==> src/design/pcmsd_pkg.sv <==
// constants and carrier types for the pc card memory space decoder
// Notes on behaviour
// RL1 - three decoded spaces: common memory, i/o space, attribute memory
// RL2 - i/o space maps lan registers, card control, optional rom id number
// RL3 - card information structure sits in attribute memory from 000 to 7EE
// RL4 - four config registers at 7F0, 7F2, 7F4, 7F6 in attribute memory
// RL5 - attribute memory byte wide at even addresses; odd addresses carry nothing
// RL6 - 16-bit attribute access: only low data byte valid
// RL7 - common memory takes byte accesses at even and odd addresses
// RL8 - common memory above cis; absent when rom below two kilobytes (the code also drops it when ROM_KB is exactly two)
// RL9 - common byte read drives rom select and rom read low
// RL10 - common byte write: select low, read high; word/high cycles keep both high
// RL11 - cis read at even address or 16-bit: strobes low, even byte returned
// RL12 - cis write at even address or 16-bit: select low, read high
// RL13 - config register reads keep rom strobes high, low byte at even address
// RL14 - config register writes store low byte at even addresses only
// RL15 - rom address extension held low for memory-space accesses
// RL16 - host asserts i/o write and write enable to write id region
// RL17 - host avoids power-down while polled rom write still runs
// RL18 - host avoids whole-chip erase and protects attribute contents
// RL19 - invalid data lanes are floated during host cycles
`default_nettype none
package pcmsd_pkg;
	localparam logic [10:0] PCMSD_CIS_FIRST = 11'h000;
	localparam logic [10:0] PCMSD_CIS_LAST = 11'h7EE;
	localparam logic [10:0] PCMSD_CCR_OPTION = 11'h7F0;
	localparam logic [10:0] PCMSD_CCR_STATUS = 11'h7F2;
	localparam logic [10:0] PCMSD_CCR_PINREP = 11'h7F4;
	localparam logic [10:0] PCMSD_CCR_SOCKET = 11'h7F6;
	localparam logic [7:0] PCMSD_OPTION_RST = 8'h40;
	localparam logic [7:0] PCMSD_OPTION_WMASK = 8'hBF;
	localparam logic [7:0] PCMSD_OPTION_RMASK = 8'h40;
	localparam logic [7:0] PCMSD_STATUS_RST = 8'h00;
	localparam logic [7:0] PCMSD_STATUS_WMASK = 8'h24;
	localparam int PCMSD_STATUS_PWRDN_BIT = 2;
	localparam logic [7:0] PCMSD_PINREP_RST = 8'h00;
	localparam logic [7:0] PCMSD_SOCKET_RST = 8'h00;
	localparam int PCMSD_MIN_ROM_KB = 2;

	// host control pins, raw or synchronised, active low as on the card bus
	typedef struct packed {
		logic reg_n;
		logic ce1_n;
		logic ce2_n;
		logic oe_n;
		logic we_n;
		logic iord_n;
		logic iowr_n;
	} pcmsd_ctl_t;

	// decoded cycle
	typedef enum logic [2:0] {
		PCMSD_IDLE,
		PCMSD_COMMON,
		PCMSD_CIS,
		PCMSD_CCR,
		PCMSD_IO
	} pcmsd_space_t;

	typedef struct packed {
		logic rom_select_n;
		logic rom_read_n;
		logic rom_addr_extension;
	} pcmsd_rom_t;
endpackage : pcmsd_pkg
`default_nettype wire

==> src/design/pcmsd_top.sv <==
// pc card memory space decoder: rom strobes and config registers
`default_nettype none
module pcmsd_top
	import pcmsd_pkg::*;
#(
	parameter int ROM_KB = 128 // attached rom size in kilobytes
) (
	input wire logic mclk, // system clock
	input wire logic rst_n, // synchronous reset, active low
	input wire pcmsd_pkg::pcmsd_ctl_t ctl_pins, // host strobes, raw
	input wire logic [10:0] card_addr, // host address, bit0 is card_addr_bit0
	input wire logic [7:0] card_data_low_in, // low data lanes from host
	input wire logic [7:0] card_data_high_in, // high data lanes, unused
	input wire logic [7:0] rom_data_in, // data from rom
	output logic [7:0] card_data_low_out, // low data lanes to host
	output logic card_data_low_oe, // drive low lanes
	output logic [7:0] card_data_high_out, // high lanes, never valid
	output logic card_data_high_oe, // drive high lanes
	output pcmsd_pkg::pcmsd_rom_t rom_ctl, // rom strobes and extension
	output logic power_down_request, // status power-down bit
	output logic io_space_cycle // i/o space access for lan core
);
	import pcmsd_pkg::*;

	localparam bit COMMON_OK = (ROM_KB > PCMSD_MIN_ROM_KB);

	pcmsd_ctl_t c;
	logic [10:0] a;
	logic [7:0] dl;
	logic [7:0] rd;

	// all pins cross two flops before decode
	pcmsd_sync #(.W(7), .INIT(7'h7F)) u_sync_ctl (
		.mclk(mclk),
		.rst_n(rst_n),
		.d(ctl_pins),
		.q(c)
	);
	pcmsd_sync #(.W(11)) u_sync_addr (
		.mclk(mclk),
		.rst_n(rst_n),
		.d(card_addr),
		.q(a)
	);
	pcmsd_sync #(.W(8)) u_sync_dl (
		.mclk(mclk),
		.rst_n(rst_n),
		.d(card_data_low_in),
		.q(dl)
	);
	pcmsd_sync #(.W(8)) u_sync_rom (
		.mclk(mclk),
		.rst_n(rst_n),
		.d(rom_data_in),
		.q(rd)
	);

	// registered state
	typedef struct packed {
		pcmsd_space_t space;
		logic wr_seen;
		pcmsd_rom_t rom;
		logic [7:0] dlo;
		logic dlo_oe;
	} pcmsd_state_t;
	pcmsd_state_t st_q, st_d;

	logic byte_cyc, word_cyc, read_cyc, write_cyc, even, in_ccr, in_cis;
	logic [3:0] ccr_wr;
	logic [7:0] opt_v, stat_v, pin_v, sock_v, ccr_rd;
	pcmsd_space_t space;

	// cycle shape from the enables
	always_comb begin
		byte_cyc = !c.ce1_n && c.ce2_n;
		word_cyc = !c.ce1_n && !c.ce2_n;
		read_cyc = !c.oe_n && c.we_n;
		write_cyc = !c.we_n && c.oe_n;
		even = !a[0];
		in_cis = a <= PCMSD_CIS_LAST; // see RL3
		in_ccr = a >= PCMSD_CCR_OPTION && a <= PCMSD_CCR_SOCKET; // see RL4
	end

	// space decode: i/o strobes mean i/o whatever reg says; else reg high means memory, low means attribute
	always_comb begin
		space = PCMSD_IDLE; // see RL1
		if (!c.ce1_n || !c.ce2_n) begin
			if (!c.iord_n || !c.iowr_n) begin
				space = PCMSD_IO; // see RL2
			end else if (c.reg_n) begin
				space = COMMON_OK ? PCMSD_COMMON : PCMSD_IDLE; // see RL8
			end else if (in_ccr) begin
				space = PCMSD_CCR;
			end else if (in_cis) begin
				space = PCMSD_CIS;
			end
		end
	end

	// one write per strobe, even address or word cycle, low byte only;
	// a word cycle counts as its even byte whatever the address bit says
	always_comb begin
		ccr_wr = 4'h0;
		if (space == PCMSD_CCR && write_cyc && !st_q.wr_seen &&
			(even || word_cyc)) begin
			ccr_wr[a[2:1]] = 1'b1; // see RL14, RL5
		end
	end

	pcmsd_ccr #(.RST(PCMSD_OPTION_RST), .WMASK(PCMSD_OPTION_WMASK),
		.FIXED(PCMSD_OPTION_RMASK)) u_opt (
		.mclk(mclk), .rst_n(rst_n), .wr(ccr_wr[0]), .wdata(dl),
		.value(opt_v));
	pcmsd_ccr #(.RST(PCMSD_STATUS_RST), .WMASK(PCMSD_STATUS_WMASK),
		.FIXED(8'h00)) u_stat (
		.mclk(mclk), .rst_n(rst_n), .wr(ccr_wr[1]), .wdata(dl),
		.value(stat_v));
	pcmsd_ccr #(.RST(PCMSD_PINREP_RST)) u_pin (
		.mclk(mclk), .rst_n(rst_n), .wr(ccr_wr[2]), .wdata(dl),
		.value(pin_v));
	pcmsd_ccr #(.RST(PCMSD_SOCKET_RST)) u_sock (
		.mclk(mclk), .rst_n(rst_n), .wr(ccr_wr[3]), .wdata(dl),
		.value(sock_v));

	// register read mux by word index
	always_comb begin
		case (a[2:1])
			2'h0: ccr_rd = opt_v;
			2'h1: ccr_rd = stat_v;
			2'h2: ccr_rd = pin_v;
			2'h3: ccr_rd = sock_v;
			default: ccr_rd = 8'h00;
		endcase
	end

	// next rom strobes and data lanes
	always_comb begin
		st_d = st_q;
		st_d.space = space;
		st_d.wr_seen = write_cyc && space != PCMSD_IDLE;
		st_d.rom = '{rom_select_n: 1'b1, rom_read_n: 1'b1,
			rom_addr_extension: 1'b0}; // see RL15
		st_d.dlo = 8'h00;
		st_d.dlo_oe = 1'b0; // see RL19
		case (space)
			PCMSD_COMMON: begin
				// bytes only, either address parity; word/high keep strobes high
				if (byte_cyc && read_cyc) begin
					st_d.rom.rom_select_n = 1'b0; // see RL9, RL7
					st_d.rom.rom_read_n = 1'b0;
					st_d.dlo = rd;
					st_d.dlo_oe = 1'b1;
				end else if (byte_cyc && write_cyc) begin
					st_d.rom.rom_select_n = 1'b0; // see RL10
				end
			end
			PCMSD_CIS: begin
				if ((even || word_cyc) && read_cyc) begin
					st_d.rom.rom_select_n = 1'b0; // see RL11, RL6
					st_d.rom.rom_read_n = 1'b0;
					st_d.dlo = rd;
					st_d.dlo_oe = 1'b1;
				end else if ((even || word_cyc) && write_cyc) begin
					st_d.rom.rom_select_n = 1'b0; // see RL12
				end
			end
			PCMSD_CCR: begin
				if ((even || word_cyc) && read_cyc) begin
					st_d.dlo = ccr_rd; // see RL13
					st_d.dlo_oe = 1'b1;
				end
			end
			PCMSD_IO: begin
				// i/o cycle only raises the extension; rom strobes stay high
				st_d.rom.rom_addr_extension = 1'b1;
			end
			default: begin
			end
		endcase
	end

	always_ff @(posedge mclk) begin
		if (!rst_n) begin
			st_q <= '{space: PCMSD_IDLE, wr_seen: 1'b0,
				rom: '{rom_select_n: 1'b1, rom_read_n: 1'b1,
				rom_addr_extension: 1'b0}, dlo: 8'h00, dlo_oe: 1'b0};
		end else begin
			st_q <= st_d;
		end
	end

	// high lanes never valid in any decoded space, so never driven
	assign card_data_high_out = 8'h00; // see RL6
	assign card_data_high_oe = 1'b0; // see RL19
	assign card_data_low_out = st_q.dlo;
	assign card_data_low_oe = st_q.dlo_oe;
	assign rom_ctl = st_q.rom;
	assign power_down_request = stat_v[PCMSD_STATUS_PWRDN_BIT];
	assign io_space_cycle = st_q.space == PCMSD_IO;

	// checks: those on space sample the unflopped decode, so each answer is looked
	// for one edge after the cycle that asks for it
	a_rom_read_pair: assert property (@(posedge mclk) // see RL10
		disable iff (!rst_n)
		!rom_ctl.rom_read_n |-> !rom_ctl.rom_select_n)
		else $error("rom read without select");
	a_ccr_no_rom: assert property (@(posedge mclk) // see RL13
		disable iff (!rst_n)
		st_q.space == PCMSD_CCR |-> rom_ctl.rom_select_n)
		else $error("rom selected in register range");
	a_mem_ext_low: assert property (@(posedge mclk) // see RL15
		disable iff (!rst_n)
		st_q.space inside {PCMSD_COMMON, PCMSD_CIS, PCMSD_CCR}
		|-> !rom_ctl.rom_addr_extension)
		else $error("extension high in memory space");
	// common memory: only byte cycles reach the rom
	a_common_word_idle: assert property (@(posedge mclk) // see RL10
		disable iff (!rst_n)
		space == PCMSD_COMMON && !byte_cyc
		|=> rom_ctl.rom_select_n)
		else $error("rom selected on word common cycle");
	a_common_rd_strobe: assert property (@(posedge mclk) // see RL9
		disable iff (!rst_n)
		space == PCMSD_COMMON && byte_cyc && read_cyc
		|=> !rom_ctl.rom_read_n && card_data_low_oe)
		else $error("common byte read missed strobes");
	a_common_wr_strobe: assert property (@(posedge mclk) // see RL10
		disable iff (!rst_n)
		space == PCMSD_COMMON && byte_cyc && write_cyc
		|=> !rom_ctl.rom_select_n && rom_ctl.rom_read_n)
		else $error("common byte write missed select");
	// attribute space: the rom holds the cis, the registers are local
	a_cis_even_read: assert property (@(posedge mclk) // see RL11
		disable iff (!rst_n)
		space == PCMSD_CIS && read_cyc && (even || word_cyc)
		|=> !rom_ctl.rom_select_n && !rom_ctl.rom_read_n)
		else $error("cis read missed strobes");
	a_cis_odd_idle: assert property (@(posedge mclk) // see RL11
		disable iff (!rst_n)
		space == PCMSD_CIS && byte_cyc && !even
		|=> rom_ctl.rom_select_n && !card_data_low_oe)
		else $error("odd cis byte touched rom");
	a_cis_write_sel: assert property (@(posedge mclk) // see RL12
		disable iff (!rst_n)
		space == PCMSD_CIS && write_cyc && (even || word_cyc)
		|=> !rom_ctl.rom_select_n && rom_ctl.rom_read_n)
		else $error("cis write missed select");
	a_cis_odd_write: assert property (@(posedge mclk) // see RL12
		disable iff (!rst_n)
		space == PCMSD_CIS && write_cyc && byte_cyc && !even
		|=> rom_ctl.rom_select_n)
		else $error("odd cis write selected rom");
	a_ccr_read_data: assert property (@(posedge mclk) // see RL13
		disable iff (!rst_n)
		space == PCMSD_CCR && read_cyc && (even || word_cyc)
		|=> card_data_low_oe && card_data_low_out == $past(ccr_rd))
		else $error("register read data wrong");
	a_ccr_odd_read: assert property (@(posedge mclk) // see RL5
		disable iff (!rst_n)
		space == PCMSD_CCR && read_cyc && byte_cyc && !even
		|=> !card_data_low_oe)
		else $error("odd register byte driven");
	a_ccr_odd_write: assert property (@(posedge mclk) // see RL14
		disable iff (!rst_n)
		space == PCMSD_CCR && !even && byte_cyc
		|=> $stable({opt_v, stat_v, pin_v, sock_v}))
		else $error("odd register write took effect");
	a_ccr_socket_write: assert property (@(posedge mclk) // see RL14
		disable iff (!rst_n)
		space == PCMSD_CCR && write_cyc && !st_q.wr_seen
		&& a == PCMSD_CCR_SOCKET
		|=> sock_v == $past(dl))
		else $error("socket register write lost");
	// remaining checks: writes never read the rom, i/o and idle cycles never select it, lanes float outside reads
	a_write_no_read: assert property (@(posedge mclk) // see RL12
		disable iff (!rst_n)
		write_cyc && space != PCMSD_IDLE
		|=> rom_ctl.rom_read_n && !card_data_low_oe)
		else $error("rom read during a write");
	a_io_flag: assert property (@(posedge mclk) // see RL2
		disable iff (!rst_n)
		space == PCMSD_IO
		|=> io_space_cycle && rom_ctl.rom_select_n)
		else $error("i/o cycle not flagged");
	a_idle_float: assert property (@(posedge mclk) // see RL19
		disable iff (!rst_n)
		space == PCMSD_IDLE
		|=> !card_data_low_oe && rom_ctl.rom_select_n)
		else $error("idle cycle drove lanes or rom");
	a_low_oe_read: assert property (@(posedge mclk) // see RL19
		disable iff (!rst_n)
		card_data_low_oe |-> $past(read_cyc))
		else $error("low lanes driven outside a read");
	a_high_lane_off: assert property (@(posedge mclk) // see RL6
		disable iff (!rst_n)
		!card_data_high_oe)
		else $error("high lanes driven");
	a_no_common_small: assert property (@(posedge mclk) // see RL8
		disable iff (!rst_n)
		!COMMON_OK |-> st_q.space != PCMSD_COMMON)
		else $error("common memory on small rom");
	a_opt_level_bit: assert property (@(posedge mclk) // see RL4
		disable iff (!rst_n)
		(opt_v & PCMSD_OPTION_RMASK) == PCMSD_OPTION_RMASK)
		else $error("level interrupt bit lost");
endmodule // pcmsd_top
`default_nettype wire

==> src/design/pcmsd_sync.sv <==
// two-flop synchroniser for a bus of pin inputs
`default_nettype none
module pcmsd_sync #(
	parameter int W = 8,
	parameter logic [W-1:0] INIT = '0
) (
	input wire logic mclk, // system clock
	input wire logic rst_n, // synchronous reset
	input wire logic [W-1:0] d, // asynchronous pins
	output logic [W-1:0] q // synchronised copy
);
	typedef struct packed {
		logic [W-1:0] s1;
		logic [W-1:0] s2;
	} pcmsd_sync_t;
	pcmsd_sync_t st_q, st_d;

	// first stage feeds only the second
	always_comb begin
		st_d.s1 = d;
		st_d.s2 = st_q.s1;
	end

	always_ff @(posedge mclk) begin
		if (!rst_n) begin
			st_q <= {INIT, INIT};
		end else begin
			st_q <= st_d;
		end
	end

	assign q = st_q.s2;
endmodule // pcmsd_sync
`default_nettype wire

==> src/design/pcmsd_ccr.sv <==
// one card configuration register with write mask and fixed bits
`default_nettype none
module pcmsd_ccr #(
	parameter logic [7:0] RST = 8'h00,
	parameter logic [7:0] WMASK = 8'hFF,
	parameter logic [7:0] FIXED = 8'h00
) (
	input wire logic mclk, // system clock
	input wire logic rst_n, // synchronous reset
	input wire logic wr, // one-cycle write strobe
	input wire logic [7:0] wdata, // low data byte
	output logic [7:0] value // register contents
);
	logic [7:0] r_q, r_d;

	// only writable bits change; fixed bits always read their constant
	always_comb begin
		r_d = r_q;
		if (wr) begin
			r_d = (r_q & ~WMASK) | (wdata & WMASK);
		end
	end

	always_ff @(posedge mclk) begin
		if (!rst_n) begin
			r_q <= RST;
		end else begin
			r_q <= r_d;
		end
	end

	assign value = (r_q & ~FIXED) | FIXED;
endmodule // pcmsd_ccr
`default_nettype wire

==> config.mk <==
export PLATFORM = sky130hd
export DESIGN_NAME = pcmsd_top
export DESIGN_NICKNAME = d
export VERILOG_FILES = /design/src/design/pcmsd_pkg.sv /design/src/design/pcmsd_top.sv /design/src/design/pcmsd_sync.sv /design/src/design/pcmsd_ccr.sv
export SDC_FILE = /design/constraint.sdc
export NUM_CORES = 1
export LEC_CHECK = 0
export CELL_PAD_IN_SITES_DETAIL_PLACEMENT = 1
export CELL_PAD_IN_SITES_GLOBAL_PLACEMENT = 1
export CORE_MARGIN = 2
export CORE_UTILIZATION = 51
export CTS_BUF_LIST = sky130_fd_sc_hd__clkbuf_4 sky130_fd_sc_hd__clkbuf_8
export DETAILED_ROUTE_END_ITERATION = 10
export DONT_BUFFER_PORTS = 1
export HOLD_SLACK_MARGIN = 0.15
export PLACE_DENSITY = 0.82
export SLEW_MARGIN = 10
export SYNTH_ARGS = -nofsm -noshare
export SYNTH_HDL_FRONTEND = slang
export SYNTH_SLANG_ARGS = --single-unit
==> constraint.sdc <==
create_clock -name mclk -period 2.5 [get_ports mclk]
set_clock_uncertainty 0.2 [all_clocks]
set_input_delay 0.125 -clock mclk [delete_from_list [all_inputs] [get_ports mclk]]
set_output_delay 0.125 -clock mclk [all_outputs]
set_load 0.05 [all_outputs]
### After elaboration in Yosys (flattened, before gate mapping)

Cells that the tools add are included.

* $lt $le $gt $ge: 5
* eq/ne operators: 8
* muxes and demuxes: 21
* bitwise operators: 2
* reductions and logical operators: 27

Operators by type and width (number)
* $pmux 8 s4: 1
* $mux 9: 3
* $pmux 9 s3: 1
* $le 11x11->1 const B: 2
* $logic_and 1x1->1: 14
* $ge 11x11->1 const B: 1
* $logic_not 1->1: 8
* $mux 1: 8
* $or 7x8->8: 1
* $or 8x6->8: 1
* $eq 3x2->1 const B: 2
* $eq 3x3->1 const B: 2
* $mux 2: 3
* $mux 3: 2
* $eq 2x2->1 const B: 2
* $mux 4: 1
* $pmux 2 s2: 1
* $eq 3x1->1 const B: 1
* $logic_or 1x1->1: 3
* $lt 2x3->1 const B: 1
* $reduce_bool 3->1: 1
* $demux 1 s2: 1
* $eq 2x1->1 const B: 1
* $ge 2x1->1 const B: 1
* $logic_not 2->1: 1

* register bits: 116
* input bits: 44
* output and inout bits: 23
* logic and storage cells: 82

### Depth between registers and ports, before layout

Gate-level depths: netlist (run 1).

* depth in word-level cells: 11
* gate-level depth with buffers: 6
* mapped depth without buffers: 4

### Hierarchy

From an unflattened synthesis (run 1), not the netlist that was laid out.

* cells, all modules: 349
* area, all modules: 4055.1 um^2

By module, submodules not included
* pcmsd_top: instances 1, cells each 121, area each 1148.6 um^2, seq. area each 320.3 um^2
* pcmsd_sync (u_sync_dl ...): instances 2, cells each 33, area each 446.7 um^2, seq. area each 320.3 um^2
* pcmsd_sync (u_sync_addr): instances 1, cells each 46, area each 620.6 um^2, seq. area each 440.4 um^2
* pcmsd_ccr (u_pin ...): instances 2, cells each 25, area each 301.5 um^2, seq. area each 160.2 um^2
* pcmsd_sync (u_sync_ctl): instances 1, cells each 29, area each 391.6 um^2, seq. area each 280.3 um^2
* pcmsd_ccr (u_opt): instances 1, cells each 24, area each 276.5 um^2, seq. area each 140.1 um^2
* pcmsd_ccr (u_stat): instances 1, cells each 13, area each 121.4 um^2, seq. area each 40.0 um^2

### Least setup slack after synthesis (run 1)

OpenSTA, ideal clock, no wires.

* kind: flip-flop to flip-flop
* start point: register u_sync_addr.st_q (netlist bit u_sync_addr.q[2])
* end point: register u_sock.r_q[0] (netlist: u_sock.value[0])
* setup time: 125 ps
* arrival: 1616 ps
* data required time: 2175 ps
* setup slack: 559 ps
* stages on the path, launching flop included: 6
* path buffers: 1
* period minus slack after synthesis: 1941 ps
* cell sequence: dfxtp_1 > and2_1 > buf_2 > a2111oi_4 > nand3_2 > mux2i_1

* longest elaborated chain between the ends: 11
* elaborated cells between the ends (all ways): 19
* classes of those cells: 5 x order compare; 1 x eq/ne; 8 x mux; 5 x reduce/logical

Ends and longest elaborated chain
* start: declaration: line pcmsd_sync.sv:16 `pcmsd_sync_t st_q, st_d;`
* start signal: assignment: line pcmsd_sync.sv:26 `st_q <= {INIT, INIT};`
* start signal: assignment: line pcmsd_sync.sv:28 `st_q <= st_d;`
* $le 11x11->1 (tied with other cells): line pcmsd_top.sv:80 `in_cis = a <= PCMSD_CIS_LAST;`
* $mux 2 or $logic_and 1x1->1 (tied branches): line pcmsd_top.sv:94, pcmsd_top.sv:81
* $mux 2: line pcmsd_top.sv:92 `end else if (in_ccr) begin`
* $mux 2: line pcmsd_top.sv:90 `end else if (c.reg_n) begin`
* $mux 3: line pcmsd_top.sv:88 `if (!c.iord_n || !c.iowr_n) begin`
* $mux 3: line pcmsd_top.sv:87 `if (!c.ce1_n || !c.ce2_n) begin`
* $eq 3x2->1: line pcmsd_top.sv:104 `if (space == PCMSD_CCR && write_cyc && !st_q.wr_seen &&`
* $logic_and 1x1->1 (3 in a row): line pcmsd_top.sv:104
* $mux 4 *: line pcmsd_top.sv:104
* end signal: assignment: line pcmsd_ccr.sv:28 `r_q <= r_d;`
* end: declaration: line pcmsd_ccr.sv:14 `logic [7:0] r_q, r_d;`

Every way passes the cells marked *; elsewhere a longest branch is shown, timed or not.
A chain may end at the register's enable or synchronous reset.

### Final worst setup path (run 1)

* start point: register u_sync_addr.st_q (netlist bit u_sync_addr.q[0])
* end point: register st_q (netlist bit card_data_low_out[0])

* longest elaborated chain between the ends: 8
* elaborated cells between the ends (all ways): 18
* classes of those cells: 3 x order compare; 3 x eq/ne; 8 x mux; 4 x reduce/logical

Ends and longest elaborated chain
* $le 11x11->1 (tied with other cells): line pcmsd_top.sv:80
* $mux 2 or $logic_and 1x1->1 (tied branches): line pcmsd_top.sv:94, pcmsd_top.sv:81
* $mux 2: line pcmsd_top.sv:92
* $mux 2: line pcmsd_top.sv:90
* $mux 3: line pcmsd_top.sv:88
* $mux 3: line pcmsd_top.sv:87
* $eq 3x2->1 or $eq 3x1->1 (tied branches): line pcmsd_top.sv:145 `case (space)`
* $pmux 9 s3 *: line pcmsd_top.sv:145
* end signal: assignment: line pcmsd_top.sv:184 `st_q <= '{space: PCMSD_IDLE, wr_seen: 1'b0,`
* end signal: assignment: line pcmsd_top.sv:188 `st_q <= st_d;`
* end: declaration: line pcmsd_top.sv:66 `pcmsd_state_t st_q, st_d;`

Marked as above.

==> results of run 1 <==
==> registers in the layout (all words and copies together), names as in the netlist <==
signal,cells
st_q,4
u_sync_ctl.q,7
u_pin.value,8
u_sync_dl.st_d,8
rom_ctl,3
u_opt.r_q,7
card_data_low_out,8
u_sync_addr.st_d,11
u_sync_addr.q,11
u_sync_rom.st_d,8
u_sync_ctl.st_d,7
card_data_low_oe,1
u_sync_rom.q,8
u_sock.value,8
u_sync_dl.q,8
u_stat.value,2
==> area by class of cell <==
cell class                      count  area (µm²)  share of cell area
Sequential cell                   109        2180               0.498
Clock buffer                       10         138              0.0314
Clock inverter                      6        47.5              0.0109
Tap cell                           99         124              0.0283
Multi-Input combinational cell    215        1440               0.329
Timing Repair Buffer               45         445               0.102
==> worst max-delay path by stage <==
stage                     startpoint                   end  slack (ns)  cells after the start
floorplan           u_sync_addr.q[2]       u_sock.value[0]        0.56                      5
global placement    u_sync_addr.q[0]  card_data_low_out[0]        0.34                      4
detailed placement  u_sync_addr.q[0]  card_data_low_out[4]        0.27                      4
CTS                 u_sync_addr.q[0]  card_data_low_out[4]        0.26                      4
global route        u_sync_addr.q[0]  card_data_low_out[0]        0.11                      4
finish              u_sync_addr.q[0]  card_data_low_out[0]        0.27                      4
==> routing by layer <==
| metal | up-vias | global-route usage | wire, µm |
|---|---|---|---|
| li1 | 1202 | - | - |
| met1 | 1133 | 0.218 | 3150 |
| met2 | 45 | 0.340 | 3850 |
| met3 | 12 | 0.0518 | 220 |
| met4 | 0 | 0.0731 | 131 |
| met5 | - | 0 | 0 |
==> placed cells by master (no fill, tap or decap), types with 2 or more instances in the layout <==
master	netlist	final
a21oi_1	3	3
a311oi_1	2	2
and2_1	56	56
buf_4	20	9
clkbuf_8	0	10
clkinv_4	0	3
conb_1	1	9
dfxtp_1	109	109
dlygate4sd3_1	0	35
mux2i_1	30	30
mux4_2	2	2
nand2_1	52	52
nand2b_1	16	16
nand3_2	2	2
nand4b_1	2	2
nor2_1	2	2
nor2b_1	3	3
nor3_1	2	2
nor4_2	2	2
o2bb2ai_1	6	6
o32ai_1	8	8
==> per-stage QoR <==
step	utilization	setup slack [ns]	cell area, µm²
floorplan	-	0.559	3830
global placement	0.526	0.339	3820
detailed placement	0.526	0.273	3820
CTS	0.604	0.259	4380
global route	0.604	0.107	4380
finish	0.604	0.265	4380
==> power groups by stage <==
stage	combinational, mW	clock (mW)	sequential (mW)
final	0.173	0.990	1.81
after global routing	0.189	1.08	1.81
after CTS	0.171	1.01	1.81
after detailed placement	0.104	0	1.85
after global placement	0.101	0	1.85
after floorplan	0.120	0	1.84
==> logic make-up (layout without fill, tap and decap cells) <==
| kind of cell | Yosys count | count (layout) | synth area share |
|---|---|---|---|
| buffers and inverters | 36 | 61 | 0.0559 |
| AND/OR/NAND/NOR | 144 | 144 | 0.209 |
| multiplexers | 32 | 32 | 0.0908 |
| other | 1 | 9 | 0.000986 |
| adder cells (fa/ha/maj) | 1 | 1 | 0.00263 |
| flip-flops | 109 | 109 | 0.574 |
| AO/OA/AOI/OAI | 29 | 29 | 0.0671 |
==> metrics.log, run 1 <==
[metrics] part of the total power dissipated in the clock network: 0.333
[metrics] leading post-synthesis cells by instance count: dfxtp_1, and2_1, nand2_1, mux2i_1, buf_4
[metrics] path category of the worst min-delay check: primary input to flip-flop
[metrics] wire per inst: 15.2 µm
[metrics] combinational power share: 0.058
[metrics] cell area after synthesis: about 3800 µm²
[metrics] final setup fails: 0
[metrics] root buf cell: clkbuf_8
[metrics] quantity of I/O buffers inserted on ports: 0
[metrics] Placer Congestion: around 0.86
[metrics] hold bufs inserted after CTS: 36
[metrics] worst skew pair latency: approximately 0.37 ns
[metrics] syn_area_per_cell: about 11 µm²
[metrics] placed cell count: around 430
[metrics] delay contributed by the slowest stage of the critical path: 0.43 ns
[metrics] global router's overall resource usage: 0.191
[metrics] leakage power total: 1.76 nW
[metrics] cell family with most CP delay: compound AO/OA/AOI/OAI gates
[metrics] net switching power: just over 0.7 mW
[metrics] category of the worst setup path launch point: flip-flop
[metrics] cell row count: 31
[metrics] Flop pwr share: 0.609
[metrics] data arrival time of the critical path: between 2 and 2.5 ns
[metrics] core area: 7250 µm²
[metrics] net switching fraction of the power: 0.238
[metrics] status: completed
[metrics] Hold Fails Final Rpt: 0
[metrics] fraction of synthesized cell area taken by the top area cell type: 0.574
[metrics] Tightest Pin Transition: 0.867 ns
[metrics] global-route wire length before repair: approximately 12000 µm
[metrics] maximum operating frequency: between 400 and 500 MHz
[metrics] count of cells along the worst hold path: 2
[metrics] Die Footprint: between 8000 and 9000 µm²
[metrics] number of H-tree levels: 3
[metrics] internal power: roughly 2.3 mW
[metrics] maximum VDD drop: approximately 440 µV
[metrics] number of buffers created by CTS: 9
[metrics] tightest hold margin: around 0.18 ns
[metrics] Top FF cell, synth: dfxtp_1
[metrics] number of remaining DRC errors: 0
[metrics] headroom to the max-slew limit: 0.419
[metrics] final critical delay including setup and external delays: 2.23 ns
[metrics] Congestion Overflow GR: 0
[metrics] via count of the first global-routing pass: roughly 2500
[metrics] synth-to-layout area growth: 15.2%
[metrics] clock transition time at the flip-flop clock pins of the worst setup and hold paths: roughly 0.10 ns
[metrics] endpoint of the worst register-to-register path: card_data_low_out[0]
[metrics] Post-DRT Antenna Nets: 0
[metrics] crit path buf inv count: 0
[metrics] Max Buffers Root-to-Sink: 2
[metrics] filler-free cell count of the finished design: between 400 and 500
[metrics] post-detailed-route via-to-cell ratio: 4.94
[metrics] Post-Route WL: 7350 µm
[metrics] data required time of the worst path: about 2.6 ns
[metrics] number of instances resized during post-cts repair: 0
[metrics] slowest cell on the critical path: a311oi_1
[metrics] layout cell share with drive strength beyond 1: 0.0909
[metrics] total vias in the final route: approximately 2400
[metrics] first-pass detailed-route iteration total: 4
[metrics] Critical Path, Cell by Cell: maj3_1 > a311oi_1 > o21ai_1 > o32ai_1
[metrics] share of synthesized area occupied by flip-flops and latches: 0.574
[metrics] Crit Path Class: flip-flop to flip-flop
[metrics] largest area contributor in the synthesized netlist: dfxtp_1
[metrics] most common cell in the netlist: dfxtp_1
[metrics] Post CTS Setup Buffer Count: 0
[metrics] cell area power density: between 600 and 700 nW/µm²
[metrics] start point of the worst hold path: ctl_pins[2]
[metrics] library cells used by synthesis: 38
[metrics] count of mapped cells out of synthesis: between 300 and 400
[metrics] I/O Pins: between 60 and 70
[metrics] final antenna diode count: 0
[metrics] DIE WIDTH: between 90 and 100 µm
[metrics] number of cells on the worst reg-to-reg path: 4
[metrics] maximum fanout count along the critical path: 9
[metrics] FF-to-FF setup slack: 0.27 ns
[metrics] clock tree from TritonCTS: yes
[metrics] register bit total from synthesis: between 100 and 150
[metrics] Post-layout nets: ~420
[metrics] setup repair after global routing missed its margin: false
[metrics] maximum number of pins on one net before global-route repair: between 100 and 150
[metrics] biggest area contributors in the synthesized netlist: dfxtp_1, and2_1, mux2i_1
[metrics] element type at the critical path end: flip-flop
[metrics] post-layout total power: 2.97 mW
[metrics] die height: between 90 and 100 µm
[metrics] initial DRC count: between 90 and 100
[metrics] startpoint of the most critical register-to-register path: u_sync_addr.q[0]
[metrics] clock sink count: between 100 and 150
[metrics] estimated wirelength of the detail-placed design: roughly 4500 µm
[metrics] starting density of the core: 0.524
[metrics] max cap viols: 0
[metrics] fin crit share: 0.894
[metrics] endpoint of the worst hold path: u_sync_ctl.st_d[2]
[metrics] pins over their slew limit: 0
[metrics] post-route setup TNS: 0 ns
[metrics] fill cell total of the finished layout: between 700 and 800
[metrics] async set-reset flop share out of synthesis: 0
[metrics] yosys warns: 0
[metrics] number of antenna violations at the first check in global routing: 0
[metrics] number of synthesized flops with an enable pin: 0
Note: power is estimated with default switching activity, not from simulation.
==> run 2: changes to the inputs <==
==> constraint.sdc (replaced) <==
create_clock -name mclk -period 2.5 [get_ports mclk]
set_clock_uncertainty 0.2 [all_clocks]
set_input_delay 0.125 -clock mclk [delete_from_list [all_inputs] [get_ports mclk]]
set_output_delay 0.125 -clock mclk [all_outputs]
set_load 0.005 [all_outputs]
==> run 2 against run 1 <==
Flip-flop and latch count unchanged. Setup slack got worse by 0.077 ns. Combinational power fell by 13%. Clock power up 10%. Non-clock buffer count rose by 3. Final cell count up 0.62%. Cell area rose by 1.1%. Sequential power about the same. Worst hold slack better by 0.016 ns. Global-route usage increased by 0.50 points.
==> metrics.log, run 2 (same netlist as run 1, synthesis figures left out) <==
[metrics] Hold Fails Final Rpt: 0 (unchanged)
[metrics] maximum number of pins on one net before global-route repair: 105 (unchanged)
[metrics] Congestion Overflow GR: 0 (unchanged)
[metrics] maximum VDD drop: 439 µV (was 435 µV)
[metrics] slowest cell on the critical path: a311oi_1 (unchanged)
[metrics] clock sink count: 109 (unchanged)
[metrics] quantity of I/O buffers inserted on ports: 0 (unchanged)
[metrics] worst skew pair latency: 0.37 ns (about the same)
[metrics] post-detailed-route via-to-cell ratio: 5.03 (was 4.94)
[metrics] number of remaining DRC errors: 0 (unchanged)
[metrics] category of the worst setup path launch point: flip-flop (unchanged)
[metrics] Post CTS Setup Buffer Count: 0 (unchanged)
[metrics] first-pass detailed-route iteration total: 4 (unchanged)
[metrics] Critical Path, Cell by Cell: maj3_1 > a311oi_1 > o21ai_1 > o32ai_1 (unchanged)
[metrics] via count of the first global-routing pass: 2579 (was 2478)
[metrics] root buf cell: clkbuf_8 (unchanged)
[metrics] total vias in the final route: 2452 (was 2392)
[metrics] Worst setup startpoint: u_sync_addr.q[0] (unchanged)
[metrics] cell area power density: 687 nW/µm² (was 679 nW/µm²)
[metrics] Placer Congestion: 0.860 (was 0.865)
[metrics] max cap viols: 0 (unchanged)
[metrics] most frequent standard cell in the layout excluding fill and tap cells: dfxtp_1 (unchanged)
[metrics] FF-to-FF setup slack: 0.19 ns (was 0.27 ns)
[metrics] number of H-tree levels: 3 (unchanged)
[metrics] wire per inst: 15.3 µm (was 15.2 µm)
[metrics] data required time of the worst path: 2.57 ns (was 2.58 ns)
[metrics] tightest hold margin: 0.194 ns (was 0.178 ns)
[metrics] Post-DRT Antenna Nets: 0 (unchanged)
[metrics] die height: 90.3 µm (unchanged)
[metrics] filler-free cell count of the finished design: 487 (was 484)
[metrics] Crit Path Class: flip-flop to flip-flop (unchanged)
[metrics] setup repair after global routing missed its margin: false (unchanged)
[metrics] fin crit share: 0.924 (was 0.894)
[metrics] final antenna diode count: 0 (unchanged)
[metrics] I/O Pins: 67 (unchanged)
[metrics] clock transition time at the flip-flop clock pins of the worst setup and hold paths: 0.10 ns (about the same)
[metrics] start point of the worst hold path: ctl_pins[4] (was ctl_pins[2])
[metrics] headroom to the max-slew limit: 0.535 (was 0.419)
[metrics] Final Core Density: 0.610 (was 0.604)
[metrics] Post-Route WL: 7440 µm (was 7350 µm)
[metrics] initial DRC count: 65 (was 99)
[metrics] number of instances resized during post-cts repair: 0 (unchanged)
[metrics] delay contributed by the slowest stage of the critical path: 0.47 ns (was 0.43 ns)
[metrics] path category of the worst min-delay check: primary input to flip-flop (unchanged)
[metrics] clock tree from TritonCTS: yes (unchanged)
[metrics] number of antenna violations at the first check in global routing: 0 (unchanged)
[metrics] placed cell count: 430 (was 432)
[metrics] data arrival time of the critical path: 2.38 ns (was 2.31 ns)
[metrics] startpoint of the most critical register-to-register path: u_sync_addr.q[0] (unchanged)
[metrics] element type at the critical path end: flip-flop (unchanged)
[metrics] pins over their slew limit: 0 (unchanged)
[metrics] leakage power total: 1.77 nW (was 1.76 nW)
[metrics] synth-to-layout area growth: 16.5% (was 15.2%)
[metrics] global-route wire length before repair: 12400 µm (was 12100 µm)
[metrics] layout cell share with drive strength beyond 1: 0.0825 (was 0.0909)
[metrics] number of buffers created by CTS: 9 (unchanged)
[metrics] Post-layout nets: 427 (was 424)
[metrics] cell row count: 31 (unchanged)
[metrics] DIE WIDTH: 90.3 µm (unchanged)
[metrics] maximum fanout count along the critical path: 9 (unchanged)
[metrics] core area: 7250 µm² (unchanged)
[metrics] starting density of the core: 0.524 (unchanged)
[metrics] post-route setup TNS: 0 ns (unchanged)
[metrics] estimated wirelength of the detail-placed design: 4530 µm (was 4500 µm)
[metrics] final setup fails: 0 (unchanged)
[metrics] maximum operating frequency: 433 MHz (was 448 MHz)
[metrics] top library cells by usage in the layout, fill and taps aside: dfxtp_1, and2_1, nand2_1, dlygate4sd3_1, mux2i_1 (unchanged)
[metrics] final critical delay including setup and external delays: 2.31 ns (was 2.23 ns)
[metrics] Die Footprint: 8160 µm² (unchanged)
[metrics] status: completed (unchanged)
[metrics] Tightest Pin Transition: 0.693 ns (was 0.867 ns)
[metrics] Max Buffers Root-to-Sink: 2 (unchanged)
[metrics] global router's overall resource usage: 0.196 (was 0.191)
-- run 2: layout make-up --
class / count / area (µm²)
clock buffers: 9 / 124
clock inverters: 7 / 80.1
fillers: 783 / 2830
multi-input cells: 215 / 1440
flip-flops and latches: 109 / 2180
well taps: 99 / 124
repair buffers: 48 / 480
-- run 2: layer usage --
| layer | track usage | vias up | wire [µm] |
|---|---|---|---|
| met3 | 0.0543 | 12 | 240 |
| met4 | 0.0692 | 0 | 143 |
| met2 | 0.363 | 48 | 4080 |
| li1 | - | 1208 | - |
| met1 | 0.213 | 1184 | 2980 |
| met5 | 0 | - | 0 |
-- run 2: final timing paths --
path | end | cells after the start
worst max-delay path | card_data_low_out[0] | 4
worst min-delay path | u_sync_ctl.st_d[4] | 2
worst max register to register | card_data_low_out[0] | 4
worst min register to register | u_sync_ctl.q[1] | 1
-- run 2: repair_timing --
item	4_1_cts	5_1_grt
hold buffers	41	0
endpoints found under the hold margin	99	0
setup endpoints to repair	0	0
-- run 2: report_power, final --
group | switching [mW] | internal [mW]
logic | 0.0672 | 0.0843
registers | 0.0193 | 1.79
clock network | 0.606 | 0.479
total | 0.693 | 2.35
-- run 2: metrics by stage --
step	setup WS [ns]	total power, mW	area [µm²]
CTS	0.178	3.07	4430
detailed placement	0.221	1.92	3800
floorplan	0.559	1.93	3830
global route	0.0140	3.17	4430
global placement	0.291	1.92	3800
finish	0.189	3.04	4430
-- run 2: critical path, delay by kind of cell (launching register included) --
| kind | cells | cell delay (ns) |
|---|---|---|
| adder cells (fa/ha/maj) | 1 | 0.41 |
| AO/OA/AOI/OAI | 3 | 1.22 |
| flip-flops | 1 | 0.37 |
